## src/qsm_regs.vh

```
`ifndef QSM_REGS_VH
`define QSM_REGS_VH

// channel count and widths
`define QSM_CHANNELS 4
`define QSM_WORD_W 8
`define QSM_COORD_W 5
`define QSM_GAIN_W 8
`define QSM_TUNE_W 24
`define QSM_SEL_W 3

// constellation_select codes (bits 2:0 of mapper_shaping_config)
`define QSM_B64 3'h0
`define QSM_B256 3'h1
`define QSM_A16 3'h2
`define QSM_A32 3'h3
`define QSM_AC64 3'h4
`define QSM_AC128 3'h5
`define QSM_AC256 3'h6
`define QSM_UNUSED 3'h7

// level = index * step - offset
`define QSM_STEP_16 5'h0A
`define QSM_OFF_16 5'h0F
`define QSM_STEP_32 5'h06
`define QSM_OFF_32 5'h09
`define QSM_STEP_64 5'h04
`define QSM_OFF_64 5'h0E
`define QSM_STEP_128 5'h02
`define QSM_OFF_128 5'h07
`define QSM_STEP_256 5'h02
`define QSM_OFF_256 5'h0F

// outer levels of the cross constellations
`define QSM_EDGE_32 5'h0F
`define QSM_EDGE_128_IN 5'h09
`define QSM_EDGE_128_OUT 5'h0B

// reset values
`define QSM_GAIN_RESET 8'h20
`define QSM_TUNE_RESET 24'h00_0000

`endif

```

## src/qsm_mapper.v

```verilog
`timescale 1ns/1ps
`default_nettype none
`include "qsm_regs.vh"

// Functional notes
// - four channels share stage enables
// - per-channel gain and tuning settings
// - 8-bit word in, 5-bit I/Q out
// - seven constellations, 16 to 256 points
// - select is 3-bit field, bits 2:0
// - select decode; code 111 unused
// - only low bits of selected size used
// - coordinates within per-mode magnitude limits
// - coordinates are 5-bit two's complement
// - B64 all-ones maps to upper-right corner
// - B64 011101 gives I=6, Q=-10
// - scaling only while mapper bypassed
// - shaping-first bypass takes top five bits
module qsm_mapper #(
	parameter CH = `QSM_CHANNELS
) (
	// clock and reset
	input wire clk_sys,
	input wire rst_b,
	// shared configuration
	input wire [`QSM_SEL_W-1:0] constellation_select,
	input wire mapper_enable,
	input wire pulse_shaping_filter_enable,
	// per-channel configuration
	input wire [CH*`QSM_GAIN_W-1:0] input_gain_factor,
	input wire [CH*`QSM_TUNE_W-1:0] freq_tune_word,
	// host data words
	input wire [CH*`QSM_WORD_W-1:0] in_word,
	input wire [CH-1:0] in_valid,
	output wire [CH-1:0] in_ready,
	// samples to the interpolation chain
	output wire [CH*`QSM_COORD_W-1:0] sym_i,
	output wire [CH*`QSM_COORD_W-1:0] sym_q,
	output wire [CH*`QSM_WORD_W-1:0] raw_word,
	output wire [CH-1:0] out_valid,
	input wire [CH-1:0] out_ready,
	// settings for the downstream stages
	output reg scale_active,
	output reg [CH*`QSM_GAIN_W-1:0] gain_out,
	output reg [CH*`QSM_TUNE_W-1:0] tune_out,
	output reg select_invalid
);

	localparam BW = `QSM_WORD_W + 2 * `QSM_COORD_W;

	// index * step - offset, wrapped to five bits
	function [4:0] qsm_lvl;
		input [3:0] idx;
		input [4:0] step;
		input [4:0] off;
		reg [7:0] t;
		begin
			t = {4'h0, idx} * {3'h0, step} - {3'h0, off};
			qsm_lvl = t[4:0];
		end
	endfunction

	function [4:0] qsm_neg;
		input [4:0] x;
		begin
			qsm_neg = (~x) + 5'h01;
		end
	endfunction

	// returns {i, q}
	function [9:0] qsm_map;
		input [2:0] sel;
		input [7:0] d;
		reg [4:0] i;
		reg [4:0] q;
		reg [4:0] along;
		reg [4:0] arm_lvl;
		begin
			i = 5'h00;
			q = 5'h00;
			along = 5'h00;
			arm_lvl = 5'h00;
			case (sel)
				`QSM_B64: begin
					// xnor-coupled Q index: corner at all ones, 64 distinct points
					i = qsm_lvl({1'b0, d[2:0]}, `QSM_STEP_64, `QSM_OFF_64);
					q = qsm_lvl({1'b0, d[5], ~(d[5] ^ d[4]), d[3]},
						`QSM_STEP_64, `QSM_OFF_64);
				end
				`QSM_B256: begin
					i = qsm_lvl(d[7:4], `QSM_STEP_256, `QSM_OFF_256);
					q = qsm_lvl(d[3:0], `QSM_STEP_256, `QSM_OFF_256);
				end
				`QSM_A16: begin
					i = qsm_lvl({2'h0, d[1:0]}, `QSM_STEP_16, `QSM_OFF_16);
					q = qsm_lvl({2'h0, d[3:2]}, `QSM_STEP_16, `QSM_OFF_16);
				end
				`QSM_A32: begin
					// 4x4 core plus four one-wide arms at the full-scale edge
					along = qsm_lvl({2'h0, d[1:0]}, `QSM_STEP_32, `QSM_OFF_32);
					if (!d[4]) begin
						i = along;
						q = qsm_lvl({2'h0, d[3:2]}, `QSM_STEP_32, `QSM_OFF_32);
					end else begin
						case (d[3:2])
							2'h0: begin
								i = `QSM_EDGE_32;
								q = along;
							end
							2'h1: begin
								i = qsm_neg(`QSM_EDGE_32);
								q = along;
							end
							2'h2: begin
								i = along;
								q = `QSM_EDGE_32;
							end
							default: begin
								i = along;
								q = qsm_neg(`QSM_EDGE_32);
							end
						endcase
					end
				end
				`QSM_AC64: begin
					i = qsm_lvl({1'b0, d[2:0]}, `QSM_STEP_64, `QSM_OFF_64);
					q = qsm_lvl({1'b0, d[5:3]}, `QSM_STEP_64, `QSM_OFF_64);
				end
				`QSM_AC128: begin
					// 8x8 core plus four two-wide arms, limit eleven
					along = qsm_lvl({1'b0, d[2:0]}, `QSM_STEP_128, `QSM_OFF_128);
					arm_lvl = d[3] ? `QSM_EDGE_128_OUT : `QSM_EDGE_128_IN;
					if (!d[6]) begin
						i = along;
						q = qsm_lvl({1'b0, d[5:3]}, `QSM_STEP_128, `QSM_OFF_128);
					end else begin
						case (d[5:4])
							2'h0: begin
								i = arm_lvl;
								q = along;
							end
							2'h1: begin
								i = qsm_neg(arm_lvl);
								q = along;
							end
							2'h2: begin
								i = along;
								q = arm_lvl;
							end
							default: begin
								i = along;
								q = qsm_neg(arm_lvl);
							end
						endcase
					end
				end
				`QSM_AC256: begin
					i = qsm_lvl(d[3:0], `QSM_STEP_256, `QSM_OFF_256);
					q = qsm_lvl(d[7:4], `QSM_STEP_256, `QSM_OFF_256);
				end
				default: begin
					i = 5'h00;
					q = 5'h00;
				end
			endcase
			qsm_map = {i, q};
		end
	endfunction

	// shared stage state, sampled once for all channels
	always @(posedge clk_sys) begin
		if (!rst_b) begin
			scale_active <= 1'b0;
			select_invalid <= 1'b0;
			gain_out <= {CH{`QSM_GAIN_RESET}};
			tune_out <= {CH{`QSM_TUNE_RESET}};
		end else begin
			scale_active <= ~mapper_enable;
			select_invalid <= mapper_enable &
				(constellation_select == `QSM_UNUSED);
			gain_out <= input_gain_factor;
			tune_out <= freq_tune_word;
		end
	end

	genvar c;
	generate
		for (c = 0; c < CH; c = c + 1) begin : g_ch
			wire [`QSM_WORD_W-1:0] word;
			wire [9:0] mapped;
			reg [`QSM_COORD_W-1:0] pre_i;
			reg [`QSM_COORD_W-1:0] pre_q;
			wire [BW-1:0] buf_out;

			assign word = in_word[c*`QSM_WORD_W +: `QSM_WORD_W];
			assign mapped = qsm_map(constellation_select, word);

			always @* begin
				if (mapper_enable) begin
					pre_i = mapped[9:5];
					pre_q = mapped[4:0];
				end else if (pulse_shaping_filter_enable) begin
					pre_i = word[7:3];
					pre_q = 5'h00;
				end else begin
					pre_i = 5'h00;
					pre_q = 5'h00;
				end
			end

			// one two-entry buffer per channel, same for all
			qsm_buf2 #(
				.W(BW)
			) u_buf (
				.clk_sys(clk_sys),
				.rst_b(rst_b),
				.in_data({word, pre_i, pre_q}),
				.in_valid(in_valid[c]),
				.in_ready(in_ready[c]),
				.out_data(buf_out),
				.out_valid(out_valid[c]),
				.out_ready(out_ready[c])
			);

			assign raw_word[c*`QSM_WORD_W +: `QSM_WORD_W] = buf_out[BW-1 -: `QSM_WORD_W];
			assign sym_i[c*`QSM_COORD_W +: `QSM_COORD_W] = buf_out[9:5];
			assign sym_q[c*`QSM_COORD_W +: `QSM_COORD_W] = buf_out[4:0];
		end
	endgenerate

endmodule // qsm_mapper

`default_nettype wire

```

## src/qsm_buf2.v

```verilog
`timescale 1ns/1ps
`default_nettype none

module qsm_buf2 #(
	parameter W = 18
) (
	// clock and reset
	input wire clk_sys,
	input wire rst_b,
	// filling side
	input wire [W-1:0] in_data,
	input wire in_valid,
	output reg in_ready,
	// draining side
	output reg [W-1:0] out_data,
	output reg out_valid,
	input wire out_ready
);

	reg [W-1:0] slot1;
	reg [1:0] count;
	reg [1:0] next_count;
	wire push;
	wire pop;

	assign push = in_valid & in_ready;
	assign pop = out_valid & out_ready;

	always @* begin
		next_count = count;
		if (push && !pop) begin
			next_count = count + 2'h1;
		end else if (pop && !push) begin
			next_count = count - 2'h1;
		end
	end

	always @(posedge clk_sys) begin
		if (!rst_b) begin
			count <= 2'h0;
			out_valid <= 1'b0;
			in_ready <= 1'b0;
			out_data <= {W{1'b0}};
			slot1 <= {W{1'b0}};
		end else begin
			count <= next_count;
			out_valid <= (next_count != 2'h0);
			in_ready <= (next_count != 2'h2);
			if (push && !pop) begin
				if (count == 2'h0) begin
					out_data <= in_data;
				end else begin
					slot1 <= in_data;
				end
			end else if (pop && !push) begin
				out_data <= slot1;
			end else if (push && pop) begin
				if (count == 2'h1) begin
					out_data <= in_data;
				end else begin
					out_data <= slot1;
					slot1 <= in_data;
				end
			end
		end
	end

endmodule // qsm_buf2

`default_nettype wire

```

## config.mk

```make
export PLATFORM = sky130hd
export DESIGN_NAME = qsm_mapper
export DESIGN_NICKNAME = d
export VERILOG_FILES = /design/src/qsm_mapper.v /design/src/qsm_buf2.v
export VERILOG_INCLUDE_DIRS = /design/src
export SDC_FILE = /design/constraint.sdc
export NUM_CORES = 1
export LEC_CHECK = 0
export BUFFER_PORTS_ARGS = -buffer_cell sky130_fd_sc_hd__buf_4
export CAP_MARGIN = 40
export CORE_ASPECT_RATIO = 0.6
export CORE_UTILIZATION = 57
export CTS_CLUSTER_SIZE = 24
export DETAILED_ROUTE_END_ITERATION = 10
export PLACE_DENSITY = 0.82
export REMOVE_ABC_BUFFERS = 1
export SLEW_MARGIN = 25
export SYNTH_ARGS = -nofsm -noshare
export SYNTH_HDL_FRONTEND = slang
export SYNTH_SLANG_ARGS = --single-unit
export TNS_END_PERCENT = 20
```

## constraint.sdc

```tcl
create_clock -name clk_sys -period 2.5 [get_ports clk_sys]
set_input_delay 0 -clock clk_sys [delete_from_list [all_inputs] [get_ports clk_sys]]
set_output_delay 0 -clock clk_sys [all_outputs]
set_load 0.02 [all_outputs]
```

# After elaboration in Yosys (flattened, before gate mapping)
# Cells that the tools add are included.
dict set report word_totals {
  out_inout_bits 210
  word_cells 331
  regBits 290
}
dict set report op_classes {
  n_eq_ne 47
  bitwise_logic 22
  n_mul 16
  n_mux 104
  n_addsub 56
  n_reduce_logical 62
}
# cell count
set op_table {}
lappend op_table {{18-bit 2-to-1 mux} 40}
lappend op_table {{5-bit by 4-bit subtractor with 5-bit output, second input constant} 36}
lappend op_table {{5-bit one-hot mux with 2 select lines} 16}
lappend op_table {{5-bit 2-to-1 mux} 28}
lappend op_table {{5-bit one-hot mux with 7 select lines} 4}
lappend op_table {{5-bit one-hot mux with 6 select lines} 4}
lappend op_table {{4-bit by 3-bit subtractor with 5-bit output, second input constant} 8}
lappend op_table {{2-bit by 2-bit multiplier with 4-bit output, second input constant} 8}
lappend op_table {{2-bit by 3-bit multiplier with 4-bit output, second input constant} 8}
lappend op_table {{2-bit by 1-bit == test with 1-bit output, second input constant} 12}
lappend op_table {{2-bit logical NOT} 12}
lappend op_table {{2-bit 2-to-1 mux} 12}
lappend op_table {{2-bit inequality test, second input constant} 12}
lappend op_table {{5-bit by 1-bit adder with 5-bit output, second input constant} 4}
lappend op_table {{4-bit NOT with 5-bit output} 4}
lappend op_table {{2-bit OR reduction} 9}
lappend op_table {{2-bit == test, second input constant} 8}
lappend op_table {{2-bit by 1-bit inequality test with 1-bit output, second input constant} 8}
lappend op_table {{4-bit AND reduction} 4}
lappend op_table {{2-bit nonzero test} 8}
lappend op_table {{3-bit == test, second input constant} 4}
lappend op_table {{1-bit logical AND} 12}
lappend op_table {{3-bit nonzero test} 4}
lappend op_table {{1-bit bitwise AND} 9}
lappend op_table {{9 further kinds} 33}

# Longest topological paths before layout
dict set report depth {
  word_depth 11
  depth_mapped 9
  ltp_nobuf 8
}

# Cells and area by module
# Synthesis repeated with hierarchy kept, for this count alone.
dict set report unflattened {
  cells_unflattened 1558
  hier_area_um2 14352.5
}
# mod n_inst area_per_inst_um2 seq_area_each_um2 cells_per_inst
set by_module_without_submodules {}
lappend by_module_without_submodules {qsm_buf2 4 1885.6 800.8 197}
lappend by_module_without_submodules {qsm_mapper 1 6810.3 2602.5 770}

# Least setup slack after synthesis
# No wires, ideal clock.
dict set report synth_path {
  path_type {input to register}
  from {input port in_word[2]}
  to {register g_ch[0].u_buf.out_data[2]}
  required_time_ns 2.442
  cell_stages 9
  arrival_ns 1.531
  slack_ns 0.911
  n_path_buf 1
  cell_sequence {clkbuf_1 -> inv_1 -> ha_1 -> inv_1 -> o21ai_1 -> o221a_2 -> o311a_1 -> nor3b_1 -> o21a_1}
}
dict set report synth_between {
  elab_chain_cells 10
  elab_cells_between_ends 17
}
# item line
set synth_rtl {}
lappend synth_rtl {{start: declaration} qsm_mapper.v:33} ;# input wire [CH*`QSM_WORD_W-1:0] in_word,
lappend synth_rtl {{branches (longest 4 deep; another with 5-bit by 4-bit subtractor with 5-bit output)} --}
lappend synth_rtl {{5-bit one-hot mux with 7 select lines (*)} qsm_mapper.v:83} ;# case (sel)
lappend synth_rtl {{5-bit 2-to-1 mux (*)} qsm_mapper.v:199} ;# if (mapper_enable) begin
lappend synth_rtl {{18-bit 2-to-1 mux} qsm_buf2.v:58} ;# if (count == 2'h1) begin
lappend synth_rtl {{18-bit 2-to-1 mux} qsm_buf2.v:57} ;# end else if (push && pop) begin
lappend synth_rtl {{18-bit 2-to-1 mux} qsm_buf2.v:55} ;# end else if (pop && !push) begin
lappend synth_rtl {{18-bit 2-to-1 mux (*)} qsm_buf2.v:49} ;# if (push && !pop) begin
lappend synth_rtl {{end signal: assignment} qsm_buf2.v:51} ;# out_data <= in_data;
lappend synth_rtl {{end signal: assignment} qsm_buf2.v:56} ;# out_data <= slot1;
lappend synth_rtl {{end signal: assignment} qsm_buf2.v:59} ;# out_data <= in_data;
lappend synth_rtl {{end: declaration} qsm_buf2.v:15} ;# output reg [W-1:0] out_data,
# Every way passes the cells marked *. The select of a mux whose other input is x is not followed.
# A chain may end at the register's enable or synchronous reset.

# Worst setup path after layout
dict set report layout_path {
  from {register g_ch[2].u_buf.count[1]}
  to {register g_ch[2].u_buf.out_data[10]}
}
dict set report layout_between {
  elab_chain_cells 5
  elab_cells_between_ends 8
}
# item line
set layout_rtl {}
lappend layout_rtl {{start: declaration} qsm_buf2.v:21} ;# reg [1:0] count;
lappend layout_rtl {{start signal: assignment} qsm_buf2.v:46} ;# count <= next_count;
lappend layout_rtl {{2-bit by 1-bit == test with 1-bit output} qsm_buf2.v:58}
lappend layout_rtl {{18-bit 2-to-1 mux} qsm_buf2.v:58}
lappend layout_rtl {{18-bit 2-to-1 mux} qsm_buf2.v:57}
lappend layout_rtl {{18-bit 2-to-1 mux} qsm_buf2.v:55}
lappend layout_rtl {{18-bit 2-to-1 mux} qsm_buf2.v:49}
lappend layout_rtl {{end signal: assignment} qsm_buf2.v:51}
lappend layout_rtl {{end signal: assignment} qsm_buf2.v:56}
lappend layout_rtl {{end signal: assignment} qsm_buf2.v:59}
lappend layout_rtl {{end: declaration} qsm_buf2.v:15}
# Several ways; a longest one is shown, not always the timed one. The select of a mux whose other input is x is not followed.

==> impl_metrics.csv <==
group,metric,value,unit
setup_path,path_depth,6,
setup_path,type_of_destination_of_the_critical_path,"register",
yosys,synth.avg_cell_area,8.41,um^2
cts,worst_skew_pair.late_latency,0.54,ns
placement,placed_cells_incl_taps,2196,
yosys,ys_top_cells_by_area,"dfxtp_1, and2_1, nand2_1, a21oi_1, ha_1",
routing,firstDrtPassIters,8,
cts,ctsLongestPathBuffers,3,
flow_run,maxCapViolCount,0,
yosys,yosys.cell_count.top_type,"dfxtp_1",
routing,drtIter0Drc,1740,
pwr,p_leak,8.30,nW
die,die-area,24400,um^2
pwr,vdd_ir_drop_max,619,uV
cells_and_area,final_area,18900,um^2
die,floorplan.core_area,23200,um^2
yosys,flops_latches_synth,290,
cts,cts.repair_timing.setup_buffer_count,0,
yosys,post_synth_top_flop,"dfxtp_1",
cts,cts_tree,"yes",
yosys,dominant_combinational_cell_family_by_area_after_synthesis,"simple AND/OR/NAND/NOR gates",
pwr,power,14.9,mW
cells_and_area,multiInputGateArea,6970,um^2
cts,cts_max_level,1,
global_route,antenna_found_initial,4,
routing,detail_route.wirelength,51900,um
placement,detailedPlace.worstSlack,0.452,ns
min_path,hold-path-cell-count,4,
cells_and_area,design.final.nets,2315,
timing,report.final.slew_viol_count,0,
timing,final_critical_path_setup_slack,0.306,ns
placement,placement.io_buffers,384,
min_path,min_path_type,"input pin to register",
pwr,powerDensity,786,nW/um^2
routing,postRouteAntennaNets,0,
yosys,synthTopCellsByCount,"dfxtp_1, nand2_1, a21oi_1",
cells_and_area,utilization,0.817,
yosys,mappedNetlistArea,13500,um^2
yosys,synth-warning-count,0,
die,num_rows,43,
yosys,synthCells,1611,
global_route,grt_pass1_vias,13600,
die,floorplan.initialDensity,0.584,
cells_and_area,seqCellArea,5810,um^2
yosys,synthDistinctLibCells,66,
global_route,grtUsageTotal,0.405,
cells_and_area,post_layout_instance_count_excluding_filler_cells,2417,
setup_path,cpLargestDelayFamily,"compound AO/OA/AOI/OAI gates",
setup_path,worstRegToRegCells,6,
placement,place.gp.congestion,0.990,
timing,period_share,0.877,
global_route,maximum_number_of_pins_on_one_net_before_global_route_repair,88,
yosys,synth_compound_area_frac,0.202,
yosys,synth_top_area_share,0.429,
cts,cts_sinks,290,
timing,worstMarginPinSlew,0.797,ns
placement,placedInstanceArea,16400,um^2
cts,root_buffer,"clkbuf_16",
yosys,synthAdderAreaFrac,0.0517,
yosys,post_synth_xor_area_fraction,0.0142,
yosys,muxShareOfSynthArea,0.0320,
placement,detailedPlacementHpwl,30500,um
timing,rsz0062_at_grt,"no",
global_route,grt_pass1_wl,77500,um
yosys,synth-async-reset-ratio,0,
setup_path,cpPeakStageDelay,0.65,ns
routing,average_wire_length_per_cell_after_detail_routing,21.5,um
timing,hold-worst-slack,0.0719,ns
timing,slew_headroom,0.467,
cts,hold_buffers,173,
setup_path,critical_path.n_buffers_inverters,1,
yosys,synth.largest_area_cell,"dfxtp_1",
cts,cts_made_buffers,27,
cells_and_area,flow.area_growth_from_synthesis,39.9,%
timing,hold_viol_final,0,
setup_path,required,2.92,ns
timing,min_period,2.19,ns
setup_path,setup.worst_path.start_class,"register",
timing,setup-violations-final,0,
setup_path,cp_data_arrival_time,2.61,ns
cts,clk_pin_slew,0.07,ns
die,die_w,201,um
cts,post_cts_resized,0,
routing,post-route-drc-count,0,
yosys,synth_edf_count,0,
cells_and_area,fillCellCount,1390,
timing,timing.setup.tns,0,ns
die,die_height,121,um
setup_path,critical-path-slowest-cell,"o21a_1",
yosys,synth.yosys.seq_area_share,0.429,
die,io_pins,385,
global_route,overflow,0,
setup_path,critical_path_peak_fanout,18,
cells_and_area,final_layout_size_suffix_gt1_frac,0.219,
timing,finClkSkew,0.0201,ns
timing,timing.fmax,456,MHz
routing,drt-vias-per-instance,6.02,
routing,via_count,14500,
outcome,outcome,"finished, final reports clean",
setup_path,setup.worst_path.class,"register to register",
yosys,synth_simple_gate_area_frac,0.214,
setup_path,critical_path.cell_chain,"inv_1 > ha_1 > a21oi_1 > o21a_1 > nand2_1 > a311oi_1",
[registers in the layout, summed over array words and instances (netlist names)]
signal,count
g_ch.u_buf.count,8
g_ch.u_buf.in_ready,4
g_ch.u_buf.out_data,72
g_ch.u_buf.out_valid,4
g_ch.u_buf.slot1,72
gain_out,32
scale_active,1
select_invalid,1
tune_out,96
[power breakdown]
part / internal, mW / switching [mW] / leakage, nW
registers: 5.29 / 0.458 / 2.39
logic: 2.05 / 3.13 / 5.52
clock network: 2.08 / 1.88 / 0.389
[worst paths after layout]
| path | startpoint | endpoint | slack, ns |
|---|---|---|---|
| setup / recovery | g_ch[2].u_buf.count[1] | g_ch[2].u_buf.out_data[10] | 0.31 |
| hold / removal | out_ready[0] | g_ch[0].u_buf.out_data[6] | 0.07 |
| setup reg to reg | g_ch[2].u_buf.count[1] | g_ch[2].u_buf.out_data[10] | 0.31 |
| hold reg to reg | g_ch[3].u_buf.slot1[11] | g_ch[3].u_buf.slot1[11] | 0.45 |
[metal layers]
layer / global-route usage / part of all wire / up-vias
li1: - / - / 6504
met5: 0.0231 / 0.0014 / -
met2: 0.663 / 0.47 / 1017
met4: 0.177 / 0.044 / 2
met1: 0.510 / 0.37 / 6816
met3: 0.0972 / 0.11 / 206
[tightest hold or removal path: cells and delay by family]
kind / cells / cell delay [ns]
buffers and inverters: 1 / 0.08
and+or+nand+nor: 1 / 0.24
AOI/OAI and AO/OA: 2 / 0.25
[logic make-up (layout without fill, tap and decap cells)]
| family | count (synthesis) | after routing |
|---|---|---|
| AO/OA/AOI/OAI | 423 | 423 |
| XOR/XNOR | 22 | 22 |
| adder cells (fa/ha/maj) | 56 | 56 |
| buffers and inverters | 179 | 666 |
| flip-flops | 290 | 290 |
| multiplexers | 43 | 43 |
| other | 0 | 4 |
| AND/OR/NAND/NOR | 598 | 598 |
[layout make-up]
class / instances / share of cell area
repair buffers: 583 / 0.254
diodes: 4 / 0.000529
multi-input cells: 1142 / 0.368
clock inverters: 6 / 0.00258
flip-flops and latches: 290 / 0.307
well taps: 315 / 0.0208
clock buffers: 37 / 0.0392
inverters: 40 / 0.00799
[cells in the final DEF (no fill, tap or decap), drive strengths merged, types with 5 or more instances in the layout]
cell and count:
ha 56, a22o 9, inv 39, xnor2 9
nor2 111, and3b 8, nand2 223, and2 138
a22oi 11, a21o 6, o21ai 77, a32o 13
nor2b 18, nor3 16, nand2b 22, nand3b 9
o31ai 7, a31oi 14, mux2i 41, dfxtp 290
xor2 13, a21oi 141, o211ai 8, a2bb2oi 9
dlygate4sd3 173, clkinv 7, a221o 5, a311oi 21
a211oi 30, buf 409, o22ai 19, o221ai 7
clkbuf 38, nand3 33, or2 5, o21a 11
a221oi 11
Power figures use the tool's default switching activity.
